==> config.mk <==
export PLATFORM = sky130hd
export DESIGN_NAME = cic_top
export DESIGN_NICKNAME = d
export VERILOG_FILES = /design/src/cic_pkg.sv /design/src/cic_arbiter.sv /design/src/cic_top.sv
export SDC_FILE = /design/constraint.sdc
export NUM_CORES = 1
export LEC_CHECK = 0
export BUFFER_PORTS_ARGS = -buffer_cell sky130_fd_sc_hd__clkbuf_2
export CORE_UTILIZATION = 40
export DETAILED_ROUTE_END_ITERATION = 16
export GPL_TIMING_DRIVEN = 0
export HOLD_SLACK_MARGIN = 0.03
export PLACE_DENSITY = 0.67
export SETUP_SLACK_MARGIN = 0.4
export SLEW_MARGIN = 5
export SYNTH_ARGS = -nofsm -noshare
export SYNTH_HDL_FRONTEND = slang
export SYNTH_SLANG_ARGS = --single-unit
==> constraint.sdc <==
create_clock -name clk_i -period 3.07 [get_ports clk_i]
set_input_delay 0.614 -clock clk_i [delete_from_list [all_inputs] [get_ports clk_i]]
set_output_delay 0.614 -clock clk_i [all_outputs]
set_load 0.01 [all_outputs]
==> src/cic_pkg.sv <==
// constants, register map and types for the cpu interrupt controller
package cic_pkg;
  localparam int unsigned NVEC = 32;
  localparam int unsigned VW = 8;
  localparam int unsigned AW = 16;
  // register indices; byte address is four times the index
  localparam logic [7:0] IDX_IRQ_CONTROL = 8'h00;
  localparam logic [7:0] IDX_IRQ_EXECUTING_FLAGS = 8'h01;
  localparam logic [7:0] IDX_NORMAL_PRIORITY_POINTER = 8'h02;
  localparam logic [7:0] IDX_HIGH_PRIORITY_VECTOR = 8'h03;
  localparam int unsigned REG_ADDR_LSB = 2;
  localparam int unsigned REG_IDX_BITS = 8;
  // field positions
  localparam int unsigned CTRL_PLACE_BIT = 6;
  localparam int unsigned CTRL_COMPACT_BIT = 5;
  localparam int unsigned CTRL_RR_BIT = 0;
  localparam int unsigned STAT_NMI_BIT = 7;
  localparam int unsigned STAT_L1_BIT = 1;
  localparam int unsigned STAT_L0_BIT = 0;
  // reset values
  localparam logic [7:0] CTRL_RESET = 8'h00;
  localparam logic [7:0] PRI_RESET = 8'h00;
  localparam logic [7:0] L1VEC_RESET = 8'h00;
  localparam logic [7:0] L1VEC_OFF = 8'h00;
  // compact table slots
  localparam logic [7:0] CVT_NMI_VEC = 8'h01;
  localparam logic [7:0] CVT_L1_VEC = 8'h02;
  localparam logic [7:0] CVT_L0_VEC = 8'h03;
  // non-maskable sources are fixed per device; vector 1 here
  localparam logic [NVEC-1:0] NMI_MASK = 32'h0000_0002;
  // words per vector slot and flash block size of the boot-end fuse
  localparam int unsigned VEC_WORD_SHIFT = 1;
  localparam int unsigned BOOT_BLOCK_SHIFT = 7;
  // protection window length in cpu instructions
  localparam logic [2:0] CCP_WINDOW = 3'h4;
  localparam logic [1:0] RESP_OKAY = 2'h0;
  localparam logic [1:0] RESP_SLVERR = 2'h2;
  typedef enum logic [1:0] {LVL_NONE, LVL_NORMAL, LVL_HIGH, LVL_NMI} cic_level_e;
endpackage

==> src/cic_arbiter.sv <==
// lowest-vector-first picker with optional rotation start point
`timescale 1ns/10ps
module cic_arbiter
  import cic_pkg::*;
(
  input wire logic [NVEC-1:0] req_i,
  input wire logic [VW-1:0] last_i,
  input wire logic rotate_i,
  output logic any_o,
  output logic [VW-1:0] vec_o
);
  logic [NVEC-1:0] above;
  logic [NVEC-1:0] hi_req;
  logic [VW-1:0] lo_pick;
  logic [VW-1:0] hi_pick;

  // vectors above the last served one go first when rotating
  genvar g;
  generate
    for (g = 0; g < NVEC; g++) begin : g_above
      assign above[g] = rotate_i && (VW'(g) > last_i);
    end
  endgenerate

  assign hi_req = req_i & above;

  always_comb begin
    lo_pick = '0;
    hi_pick = '0;
    for (int i = NVEC - 1; i >= 0; i--) begin
      if (req_i[i]) begin
        lo_pick = VW'(i);
      end
      if (hi_req[i]) begin
        hi_pick = VW'(i);
      end
    end
    any_o = |req_i;
    vec_o = (|hi_req) ? hi_pick : lo_pick;
  end
endmodule

==> src/cic_top.sv <==
// cpu interrupt controller: axi4-lite registers, level tracking, vector offer
//
// Chosen here: the AXI4-Lite interface to the registers.
`timescale 1ns/10ps
// How it works
// - control bit 6 puts the vector table at the application area start when 0, boot area when 1.
// - control bit 5 turns the compact vector table off when 0 and on when 1.
// - in compact mode non-maskable uses vector 1, level 1 uses 2, all level 0 share 3.
// - bits 6 and 5 change only inside the protection window; bit 0 is always writable.
// - with round robin off, the lowest pending level-0 vector wins.
// - with round robin on, the last acknowledged level-0 vector is stored and ranks last next time.
// - reset clears the level-0 pointer so the lowest vector ranks highest again.
// - status bit 7 is set while a non-maskable handler runs and cleared by its return.
// - status bit 1 is set while a level-1 handler runs, even when pre-empted, until its return.
// - status bit 0 is set while a level-0 handler runs, even when pre-empted, until its return.
// - the source whose vector equals the high-priority vector register outranks all level 0.
// - a zero high-priority vector register promotes no source.
// - a level-1 request pre-empts a level-0 handler, which resumes after the level-1 return.
// - nothing interrupts a non-maskable handler; simultaneous ones go lowest vector first.
module cic_top
  import cic_pkg::*;
(
  input wire logic clk_i,
  input wire logic sys_rst_i,
  input wire logic [7:0] s_axi_awaddr,
  input wire logic s_axi_awvalid,
  output logic s_axi_awready,
  input wire logic [31:0] s_axi_wdata,
  input wire logic [3:0] s_axi_wstrb,
  input wire logic s_axi_wvalid,
  output logic s_axi_wready,
  output logic [1:0] s_axi_bresp,
  output logic s_axi_bvalid,
  input wire logic s_axi_bready,
  input wire logic [7:0] s_axi_araddr,
  input wire logic s_axi_arvalid,
  output logic s_axi_arready,
  output logic [31:0] s_axi_rdata,
  output logic [1:0] s_axi_rresp,
  output logic s_axi_rvalid,
  input wire logic s_axi_rready,
  input wire logic [NVEC-1:0] irq_req_i,
  input wire logic global_irq_enable_i,
  input wire logic ccp_unlock_i,
  input wire logic cpu_instr_done_i,
  input wire logic irq_ack_i,
  input wire logic return_from_handler_i,
  input wire logic [7:0] boot_area_end_fuse_i,
  output logic irq_valid_o,
  output logic [VW-1:0] irq_vector_o,
  output logic [AW-1:0] irq_addr_o,
  output logic [1:0] irq_level_o
);
  //////////////////////////////////////////////////////////////////////////
  // state
  logic awready_r, awready_nxt, wready_r, wready_nxt;
  logic [7:0] awaddr_r, awaddr_nxt;
  logic [31:0] wdata_r, wdata_nxt;
  logic [3:0] wstrb_r, wstrb_nxt;
  logic bvalid_r, bvalid_nxt, rvalid_r, rvalid_nxt, arready_r, arready_nxt;
  logic [1:0] bresp_r, bresp_nxt, rresp_r, rresp_nxt;
  logic [31:0] rdata_r, rdata_nxt;
  logic place_r, place_nxt, compact_r, compact_nxt, rr_r, rr_nxt;
  logic [7:0] pri_r, pri_nxt, l1vec_r, l1vec_nxt;
  logic [2:0] ccp_cnt_r, ccp_cnt_nxt;
  logic nmi_ex_r, nmi_ex_nxt, l1_ex_r, l1_ex_nxt, l0_ex_r, l0_ex_nxt;
  logic valid_r, valid_nxt;
  logic [VW-1:0] vec_r, vec_nxt;
  logic [AW-1:0] addr_r, addr_nxt;
  cic_level_e lvl_r, lvl_nxt;
  logic do_write;
  logic [REG_IDX_BITS-1:0] widx, ridx;
  logic [7:0] ctrl_rd, stat_rd;
  logic [NVEC-1:0] nmi_req, l1_bit, l0_req;
  logic nmi_any, l0_any;
  logic [VW-1:0] nmi_vec, l0_vec;
  logic ack_hit;
  //////////////////////////////////////////////////////////////////////////
  // axi4-lite slave; write address and data taken in either order
  assign do_write = !awready_r && !wready_r && !bvalid_r;
  assign widx = REG_IDX_BITS'(awaddr_r >> REG_ADDR_LSB);
  assign ridx = REG_IDX_BITS'(s_axi_araddr >> REG_ADDR_LSB);
  assign ctrl_rd = {1'b0, place_r, compact_r, 4'h0, rr_r};
  assign stat_rd = {nmi_ex_r, 5'h00, l1_ex_r, l0_ex_r};
  always_comb begin
    awready_nxt = awready_r;
    wready_nxt = wready_r;
    awaddr_nxt = awaddr_r;
    wdata_nxt = wdata_r;
    wstrb_nxt = wstrb_r;
    bvalid_nxt = bvalid_r;
    bresp_nxt = bresp_r;
    arready_nxt = arready_r;
    rvalid_nxt = rvalid_r;
    rresp_nxt = rresp_r;
    rdata_nxt = rdata_r;
    if (awready_r && s_axi_awvalid) begin
      awready_nxt = 1'b0;
      awaddr_nxt = s_axi_awaddr;
    end
    if (wready_r && s_axi_wvalid) begin
      wready_nxt = 1'b0;
      wdata_nxt = s_axi_wdata;
      wstrb_nxt = s_axi_wstrb;
    end
    if (do_write) begin
      bvalid_nxt = 1'b1;
      bresp_nxt = (widx <= IDX_HIGH_PRIORITY_VECTOR) ? RESP_OKAY : RESP_SLVERR;
    end
    if (bvalid_r && s_axi_bready) begin
      bvalid_nxt = 1'b0;
      awready_nxt = 1'b1;
      wready_nxt = 1'b1;
    end
    if (arready_r && s_axi_arvalid) begin
      arready_nxt = 1'b0;
      rvalid_nxt = 1'b1;
      rresp_nxt = RESP_OKAY;
      unique case (ridx)
        IDX_IRQ_CONTROL: rdata_nxt = {24'h000000, ctrl_rd};
        IDX_IRQ_EXECUTING_FLAGS: rdata_nxt = {24'h000000, stat_rd};
        IDX_NORMAL_PRIORITY_POINTER: rdata_nxt = {24'h000000, pri_r};
        IDX_HIGH_PRIORITY_VECTOR: rdata_nxt = {24'h000000, l1vec_r};
        default: begin
          rdata_nxt = 32'h0000_0000;
          rresp_nxt = RESP_SLVERR;
        end
      endcase
    end
    if (rvalid_r && s_axi_rready) begin
      rvalid_nxt = 1'b0;
      arready_nxt = 1'b1;
    end
  end
  always_ff @(posedge clk_i) begin
    if (sys_rst_i) begin
      awready_r <= 1'b1;
      wready_r <= 1'b1;
      awaddr_r <= 8'h00;
      wdata_r <= 32'h0000_0000;
      wstrb_r <= 4'h0;
      bvalid_r <= 1'b0;
      bresp_r <= RESP_OKAY;
      arready_r <= 1'b1;
      rvalid_r <= 1'b0;
      rresp_r <= RESP_OKAY;
      rdata_r <= 32'h0000_0000;
    end else begin
      awready_r <= awready_nxt;
      wready_r <= wready_nxt;
      awaddr_r <= awaddr_nxt;
      wdata_r <= wdata_nxt;
      wstrb_r <= wstrb_nxt;
      bvalid_r <= bvalid_nxt;
      bresp_r <= bresp_nxt;
      arready_r <= arready_nxt;
      rvalid_r <= rvalid_nxt;
      rresp_r <= rresp_nxt;
      rdata_r <= rdata_nxt;
    end
  end
  //////////////////////////////////////////////////////////////////////////
  // configuration registers and protection window
  assign ack_hit = irq_ack_i && valid_r;
  always_comb begin
    place_nxt = place_r;
    compact_nxt = compact_r;
    rr_nxt = rr_r;
    pri_nxt = pri_r;
    l1vec_nxt = l1vec_r;
    ccp_cnt_nxt = ccp_cnt_r;
    // the window counts retired instructions, not clocks
    if (ccp_cnt_r != 3'h0 && cpu_instr_done_i) begin
      ccp_cnt_nxt = ccp_cnt_r - 3'h1;
    end
    if (ccp_unlock_i) begin
      ccp_cnt_nxt = CCP_WINDOW;
    end
    if (do_write && wstrb_r[0]) begin
      unique case (widx)
        IDX_IRQ_CONTROL: begin
          rr_nxt = wdata_r[CTRL_RR_BIT];
          if (ccp_cnt_r != 3'h0) begin
            place_nxt = wdata_r[CTRL_PLACE_BIT];
            compact_nxt = wdata_r[CTRL_COMPACT_BIT];
          end
        end
        IDX_NORMAL_PRIORITY_POINTER: pri_nxt = wdata_r[7:0];
        IDX_HIGH_PRIORITY_VECTOR: l1vec_nxt = wdata_r[7:0];
        default: ;
      endcase
    end
    // hardware update beats a same-cycle software write
    if (ack_hit && lvl_r == LVL_NORMAL && rr_r) begin
      pri_nxt = vec_r;
    end
  end
  always_ff @(posedge clk_i) begin
    if (sys_rst_i) begin
      place_r <= CTRL_RESET[CTRL_PLACE_BIT];
      compact_r <= CTRL_RESET[CTRL_COMPACT_BIT];
      rr_r <= CTRL_RESET[CTRL_RR_BIT];
      pri_r <= PRI_RESET;
      l1vec_r <= L1VEC_RESET;
      ccp_cnt_r <= 3'h0;
    end else begin
      place_r <= place_nxt;
      compact_r <= compact_nxt;
      rr_r <= rr_nxt;
      pri_r <= pri_nxt;
      l1vec_r <= l1vec_nxt;
      ccp_cnt_r <= ccp_cnt_nxt;
    end
  end
  //////////////////////////////////////////////////////////////////////////
  // executing flags: ack of an offered level sets, return clears the innermost
  always_comb begin
    nmi_ex_nxt = nmi_ex_r;
    l1_ex_nxt = l1_ex_r;
    l0_ex_nxt = l0_ex_r;
    if (return_from_handler_i) begin
      if (nmi_ex_r) begin
        nmi_ex_nxt = 1'b0;
      end else if (l1_ex_r) begin
        l1_ex_nxt = 1'b0;
      end else begin
        l0_ex_nxt = 1'b0;
      end
    end
    if (ack_hit) begin
      unique case (lvl_r)
        LVL_NMI: nmi_ex_nxt = 1'b1;
        LVL_HIGH: l1_ex_nxt = 1'b1;
        LVL_NORMAL: l0_ex_nxt = 1'b1;
        LVL_NONE: ;
      endcase
    end
  end
  always_ff @(posedge clk_i) begin
    if (sys_rst_i) begin
      nmi_ex_r <= 1'b0;
      l1_ex_r <= 1'b0;
      l0_ex_r <= 1'b0;
    end else begin
      nmi_ex_r <= nmi_ex_nxt;
      l1_ex_r <= l1_ex_nxt;
      l0_ex_r <= l0_ex_nxt;
    end
  end
  //////////////////////////////////////////////////////////////////////////
  // request selection
  assign nmi_req = irq_req_i & NMI_MASK;
  assign l1_bit = (l1vec_r == L1VEC_OFF) ? '0 : (NVEC'(1) << l1vec_r);
  assign l0_req = irq_req_i & ~NMI_MASK & ~l1_bit;
  cic_arbiter u_nmi_arb (
    .req_i(nmi_req),
    .last_i(8'h00),
    .rotate_i(1'b0),
    .any_o(nmi_any),
    .vec_o(nmi_vec)
  );
  cic_arbiter u_l0_arb (
    .req_i(l0_req),
    .last_i(pri_r),
    .rotate_i(rr_r),
    .any_o(l0_any),
    .vec_o(l0_vec)
  );
  // offer is registered; it drops for a cycle after any ack or return so a
  // stale offer is never taken twice
  always_comb begin
    logic [AW-1:0] base;
    logic [VW-1:0] slot;
    base = '0;
    slot = '0;
    valid_nxt = 1'b0;
    vec_nxt = vec_r;
    lvl_nxt = LVL_NONE;
    if (nmi_ex_r) begin
      valid_nxt = 1'b0;
    end else if (nmi_any) begin
      valid_nxt = 1'b1;
      vec_nxt = nmi_vec;
      lvl_nxt = LVL_NMI;
    end else if (global_irq_enable_i && !l1_ex_r && (|(irq_req_i & l1_bit))) begin
      valid_nxt = 1'b1;
      vec_nxt = l1vec_r;
      lvl_nxt = LVL_HIGH;
    end else if (global_irq_enable_i && !l1_ex_r && !l0_ex_r && l0_any) begin
      valid_nxt = 1'b1;
      vec_nxt = l0_vec;
      lvl_nxt = LVL_NORMAL;
    end
    if (irq_ack_i || return_from_handler_i) begin
      valid_nxt = 1'b0;
      lvl_nxt = LVL_NONE;
    end
    slot = vec_nxt;
    if (compact_r) begin
      unique case (lvl_nxt)
        LVL_NMI: slot = CVT_NMI_VEC;
        LVL_HIGH: slot = CVT_L1_VEC;
        LVL_NORMAL: slot = CVT_L0_VEC;
        LVL_NONE: slot = vec_nxt;
      endcase
    end
    if (!place_r) begin
      base = AW'({boot_area_end_fuse_i, {BOOT_BLOCK_SHIFT{1'b0}}});
    end
    addr_nxt = AW'(base + AW'({slot, {VEC_WORD_SHIFT{1'b0}}}));
  end
  always_ff @(posedge clk_i) begin
    if (sys_rst_i) begin
      valid_r <= 1'b0;
      vec_r <= '0;
      addr_r <= '0;
      lvl_r <= LVL_NONE;
    end else begin
      valid_r <= valid_nxt;
      vec_r <= vec_nxt;
      addr_r <= addr_nxt;
      lvl_r <= lvl_nxt;
    end
  end
  assign s_axi_awready = awready_r;
  assign s_axi_wready = wready_r;
  assign s_axi_bvalid = bvalid_r;
  assign s_axi_bresp = bresp_r;
  assign s_axi_arready = arready_r;
  assign s_axi_rvalid = rvalid_r;
  assign s_axi_rresp = rresp_r;
  assign s_axi_rdata = rdata_r;
  assign irq_valid_o = valid_r;
  assign irq_vector_o = vec_r;
  assign irq_addr_o = addr_r;
  assign irq_level_o = lvl_r;
endmodule

==> results.sh <==
export IMPL_status="finished, violations left"
export IMPL_violations="negative setup slack"
export IMPL_netlist_instances=728
export IMPL_clkSinkCount=81
export IMPL_crit_path_end_kind="flop"
export IMPL_crit_arrival_ns=3.74
export IMPL_nNetsFinal=1026
export IMPL_area_growth_pct=34.1
export IMPL_synth_edf_count=0
export IMPL_dieArea_mm2=0.0150
export IMPL_cts_max_level=3
export IMPL_fin_util=0.556
export IMPL_drt_iter0_drc=445
export IMPL_drive_above_1_share=0.346
export IMPL_post_dp_cell_area_mm2=0.00677
export IMPL_critPathRequiredTime_ns=3.30
export IMPL_r2r_slack_ns=-0.44
export IMPL_drt_total_wl_um=20400
export IMPL_hold_viol=0
export IMPL_power_leakage_nw=3.31
export IMPL_gp_congestion=1.03
export IMPL_setup_violations=15
export IMPL_dr_pass1_iters=5
export IMPL_path_class="flop to flop"
export IMPL_grt_pass1_wl_um=30700
export IMPL_grt_pass1_vias=5934
export IMPL_post_route_period_util=1.14
export IMPL_slowest_stage="or4_1"
export IMPL_antenna_cells=0
export IMPL_ir_drop_mv=0.548
export IMPL_drv_slew=0
export IMPL_place_hpwl_um=15300
export IMPL_fp_dieW_um=123
export IMPL_clkTransAtPathRegs_ns=0.06
export IMPL_drv_cap=0
export IMPL_worstPathMaxFanout=10
export IMPL_crit_top_cell="buf_6"
export IMPL_min_period_ns=3.51
export IMPL_whs_ns=0.457
export IMPL_port_buffers=110
export IMPL_maxSlewHeadroom=0.472
export IMPL_dr_total_vias=6357
export IMPL_cts_buffers_inserted=9
export IMPL_grt_overflow=0
export IMPL_start_util=0.415
export IMPL_seq_area_frac_synth=0.278
export IMPL_clkLatencyLatePin_ns=0.34
export IMPL_cts_tree="built"
export IMPL_ys_types=88
export IMPL_avgSynthCellArea_um2=8.00
export IMPL_synthArstFlopShare=0
export IMPL_crit_path_cell_trace="buf_2 -> or4_1 -> o21ai_1 -> nand3_1 -> nor2_2 -> a41oi_2 -> nand2b_4 -> nor2_8 -> buf_4 -> buf_6 -> buf_6 -> buf_6 -> buf_6 -> buf_6 -> buf_6 -> buf_6 -> buf_6 -> buf_6 -> buf_6 -> nor2b_1"
export IMPL_yosysWarnings=0
export IMPL_ctsLongestPathBuffers=2
export IMPL_coreArea_mm2=0.0140
export IMPL_cts_hold_fix_buffers=0
export IMPL_antenna_found_initial=0
export IMPL_critPathMaxStageDelay_ns=0.64
export IMPL_cts_root_buf="clkbuf_16"
export IMPL_fin_worst_skew_ns=0.00754
export IMPL_fin_ws_ns=-0.441
export IMPL_dieHeight_um=123
export IMPL_antenna_left=0
export IMPL_track_usage=0.265
export IMPL_max_freq_ghz=0.285
export IMPL_grt_max_degree=14
export IMPL_power_density_mw_per_mm2=339
export IMPL_drc_errors=0
export IMPL_cp_start_kind="flop"
export IMPL_n_fill_cell=1294
export IMPL_final_area_mm2=0.00781
export IMPL_wl_per_cell_um=18.5
export IMPL_viasPerCell=5.77
export IMPL_rows=43
export IMPL_syn_area_mm2=0.00582
export IMPL_synth_seq_cells=81
export IMPL_worstMarginPinSlew_ns=0.792
export IMPL_ios=172
export IMPL_rsz0062_at_grt="true"
export IMPL_hold_path_class="flop to flop"
export IMPL_synth_ff_type="dfxtp_1"
layout by cell type, fill, tap and decap left out, types with 8 or more instances in the layout:
master / count
clkbuf_2: 114
dfxtp_1: 76
nor2_1: 66
buf_4: 57
nand2_1: 52
a21oi_1: 40
nand3_1: 32
mux2i_1: 31
conb_1: 27
o21ai_0: 23
nor3_1: 22
clkbuf_1: 22
o21a_1: 21
buf_6: 18
inv_1: 17
o21ai_2: 16
a211oi_1: 13
o21ai_1: 12
nor2b_1: 11
nand4_1: 10
nand2b_1: 10
and2_1: 10
clkbuf_16: 9
o21ai_4: 8
mux2_2: 8
what timing repair did:
item                                    in CTS  in global routing
resized for setup                           65                 38
pin swaps                                   26                 11
buffers inserted                            24                 18
endpoints found under the setup margin      26                 25
power by group:
| group | leakage (nW) | internal, W | total [W] | switching (W) |
|---|---|---|---|---|
| clock network | 0.146 | 0.000711 | 0.00112 | 0.000412 |
| registers | 0.664 | 0.00108 | 0.00111 | 0.0000240 |
| logic | 2.50 | 0.000180 | 0.000415 | 0.000235 |
| total | 3.31 | 0.00198 | 0.00265 | 0.000672 |
final timing paths:
path	from	end	cells past startpoint
worst min-delay path	awaddr_r[4]$_SDFFE_PP0P_	awaddr_r[4]$_SDFFE_PP0P_	2
worst max-delay path	l1vec_r[2]$_SDFFE_PP0P_	irq_valid_o$_SDFF_PP0_	20
worst min register to register	awaddr_r[4]$_SDFFE_PP0P_	awaddr_r[4]$_SDFFE_PP0P_	2
worst max register to register	l1vec_r[2]$_SDFFE_PP0P_	irq_valid_o$_SDFF_PP0_	20
logic make-up after synthesis:
kind of cell | count (synthesis) | synth area share
flip-flops | 81 | 0.278
buffers and inverters | 86 | 0.0808
other | 1 | 0.000644
AND/OR/NAND/NOR | 284 | 0.277
XOR/XNOR | 6 | 0.00903
AO/OA/AOI/OAI | 224 | 0.266
multiplexers | 41 | 0.0765
adder cells (fa/ha/maj) | 5 | 0.0120
worst max-delay path: cells and delay by family, from the launching register on:
kind	cells	cell delay, ns
simple gates	6	1.41
buf+inv	12	1.10
compound gates	2	0.59
flops	1	0.29
cells in the mapped netlist, types with 6 or more instances:
cell,instances,area share
nand2_1,53,0.034
a211oi_1,13,0.017
a21oi_1,43,0.037
nor3b_1,6,0.0077
buf_2,7,0.0060
o2111ai_1,7,0.011
mux2i_1,31,0.053
nor3_1,23,0.020
o21ai_1,21,0.018
nand2b_1,10,0.011
o32ai_1,6,0.0090
nor2b_1,14,0.015
o211ai_1,7,0.0090
clkbuf_1,25,0.016
o21ai_2,7,0.011
buf_4,27,0.035
o21ai_0,31,0.027
a22oi_1,7,0.0090
o21a_1,22,0.028
nor2_1,68,0.044
nand4_1,10,0.011
inv_1,17,0.011
and2_1,11,0.012
nand3_1,36,0.031
dfxtp_1,81,0.28
mux2_2,8,0.015
sequential cells by signal (all words and copies together), names as in the netlist, 2 cells and up:
signal	cells
irq_addr_o	15
irq_level_o	2
wdata_r	8
awaddr_r	6
irq_vector_o	8
s_axi_rdata	8
pri_r	8
l1vec_r	8
ccp_cnt_r	3
cell type report:
type / count / area [um2] / share of cell area
Multi-Input combinational cell: 587 / 4220 / 0.540
Timing Repair Buffer: 152 / 918 / 0.118
Tap cell: 180 / 225 / 0.0288
Clock buffer: 11 / 233 / 0.0298
Buffer: 69 / 439 / 0.0562
Clock inverter: 5 / 80.1 / 0.0103
Sequential cell: 81 / 1630 / 0.209
Inverter: 17 / 63.8 / 0.00817
routing by layer:
layer	vias to the layer above	routed length [um]	global-route usage
met4	0	721	0.123
met2	262	9690	0.448
met3	44	1330	0.0386
met1	2995	8670	0.330
li1	3056	-	-
met5	-	0	0
through the flow:
step	TNS, ns	setup slack, ns	std cells	total power [W]
6_report	-3.74	-0.441	1102	0.00265
5_1_grt	-5.25	-0.497	1102	0.00274
4_1_cts	-2.57	-0.347	1084	0.00263
3_5_place_dp	-10.50	-0.920	1044	0.00149
3_3_place_gp	-10.38	-0.916	1044	0.00149
2_1_floorplan	-1.20	-0.187	754	0.00135
No activity file was read; power rests on OpenSTA's default activity.
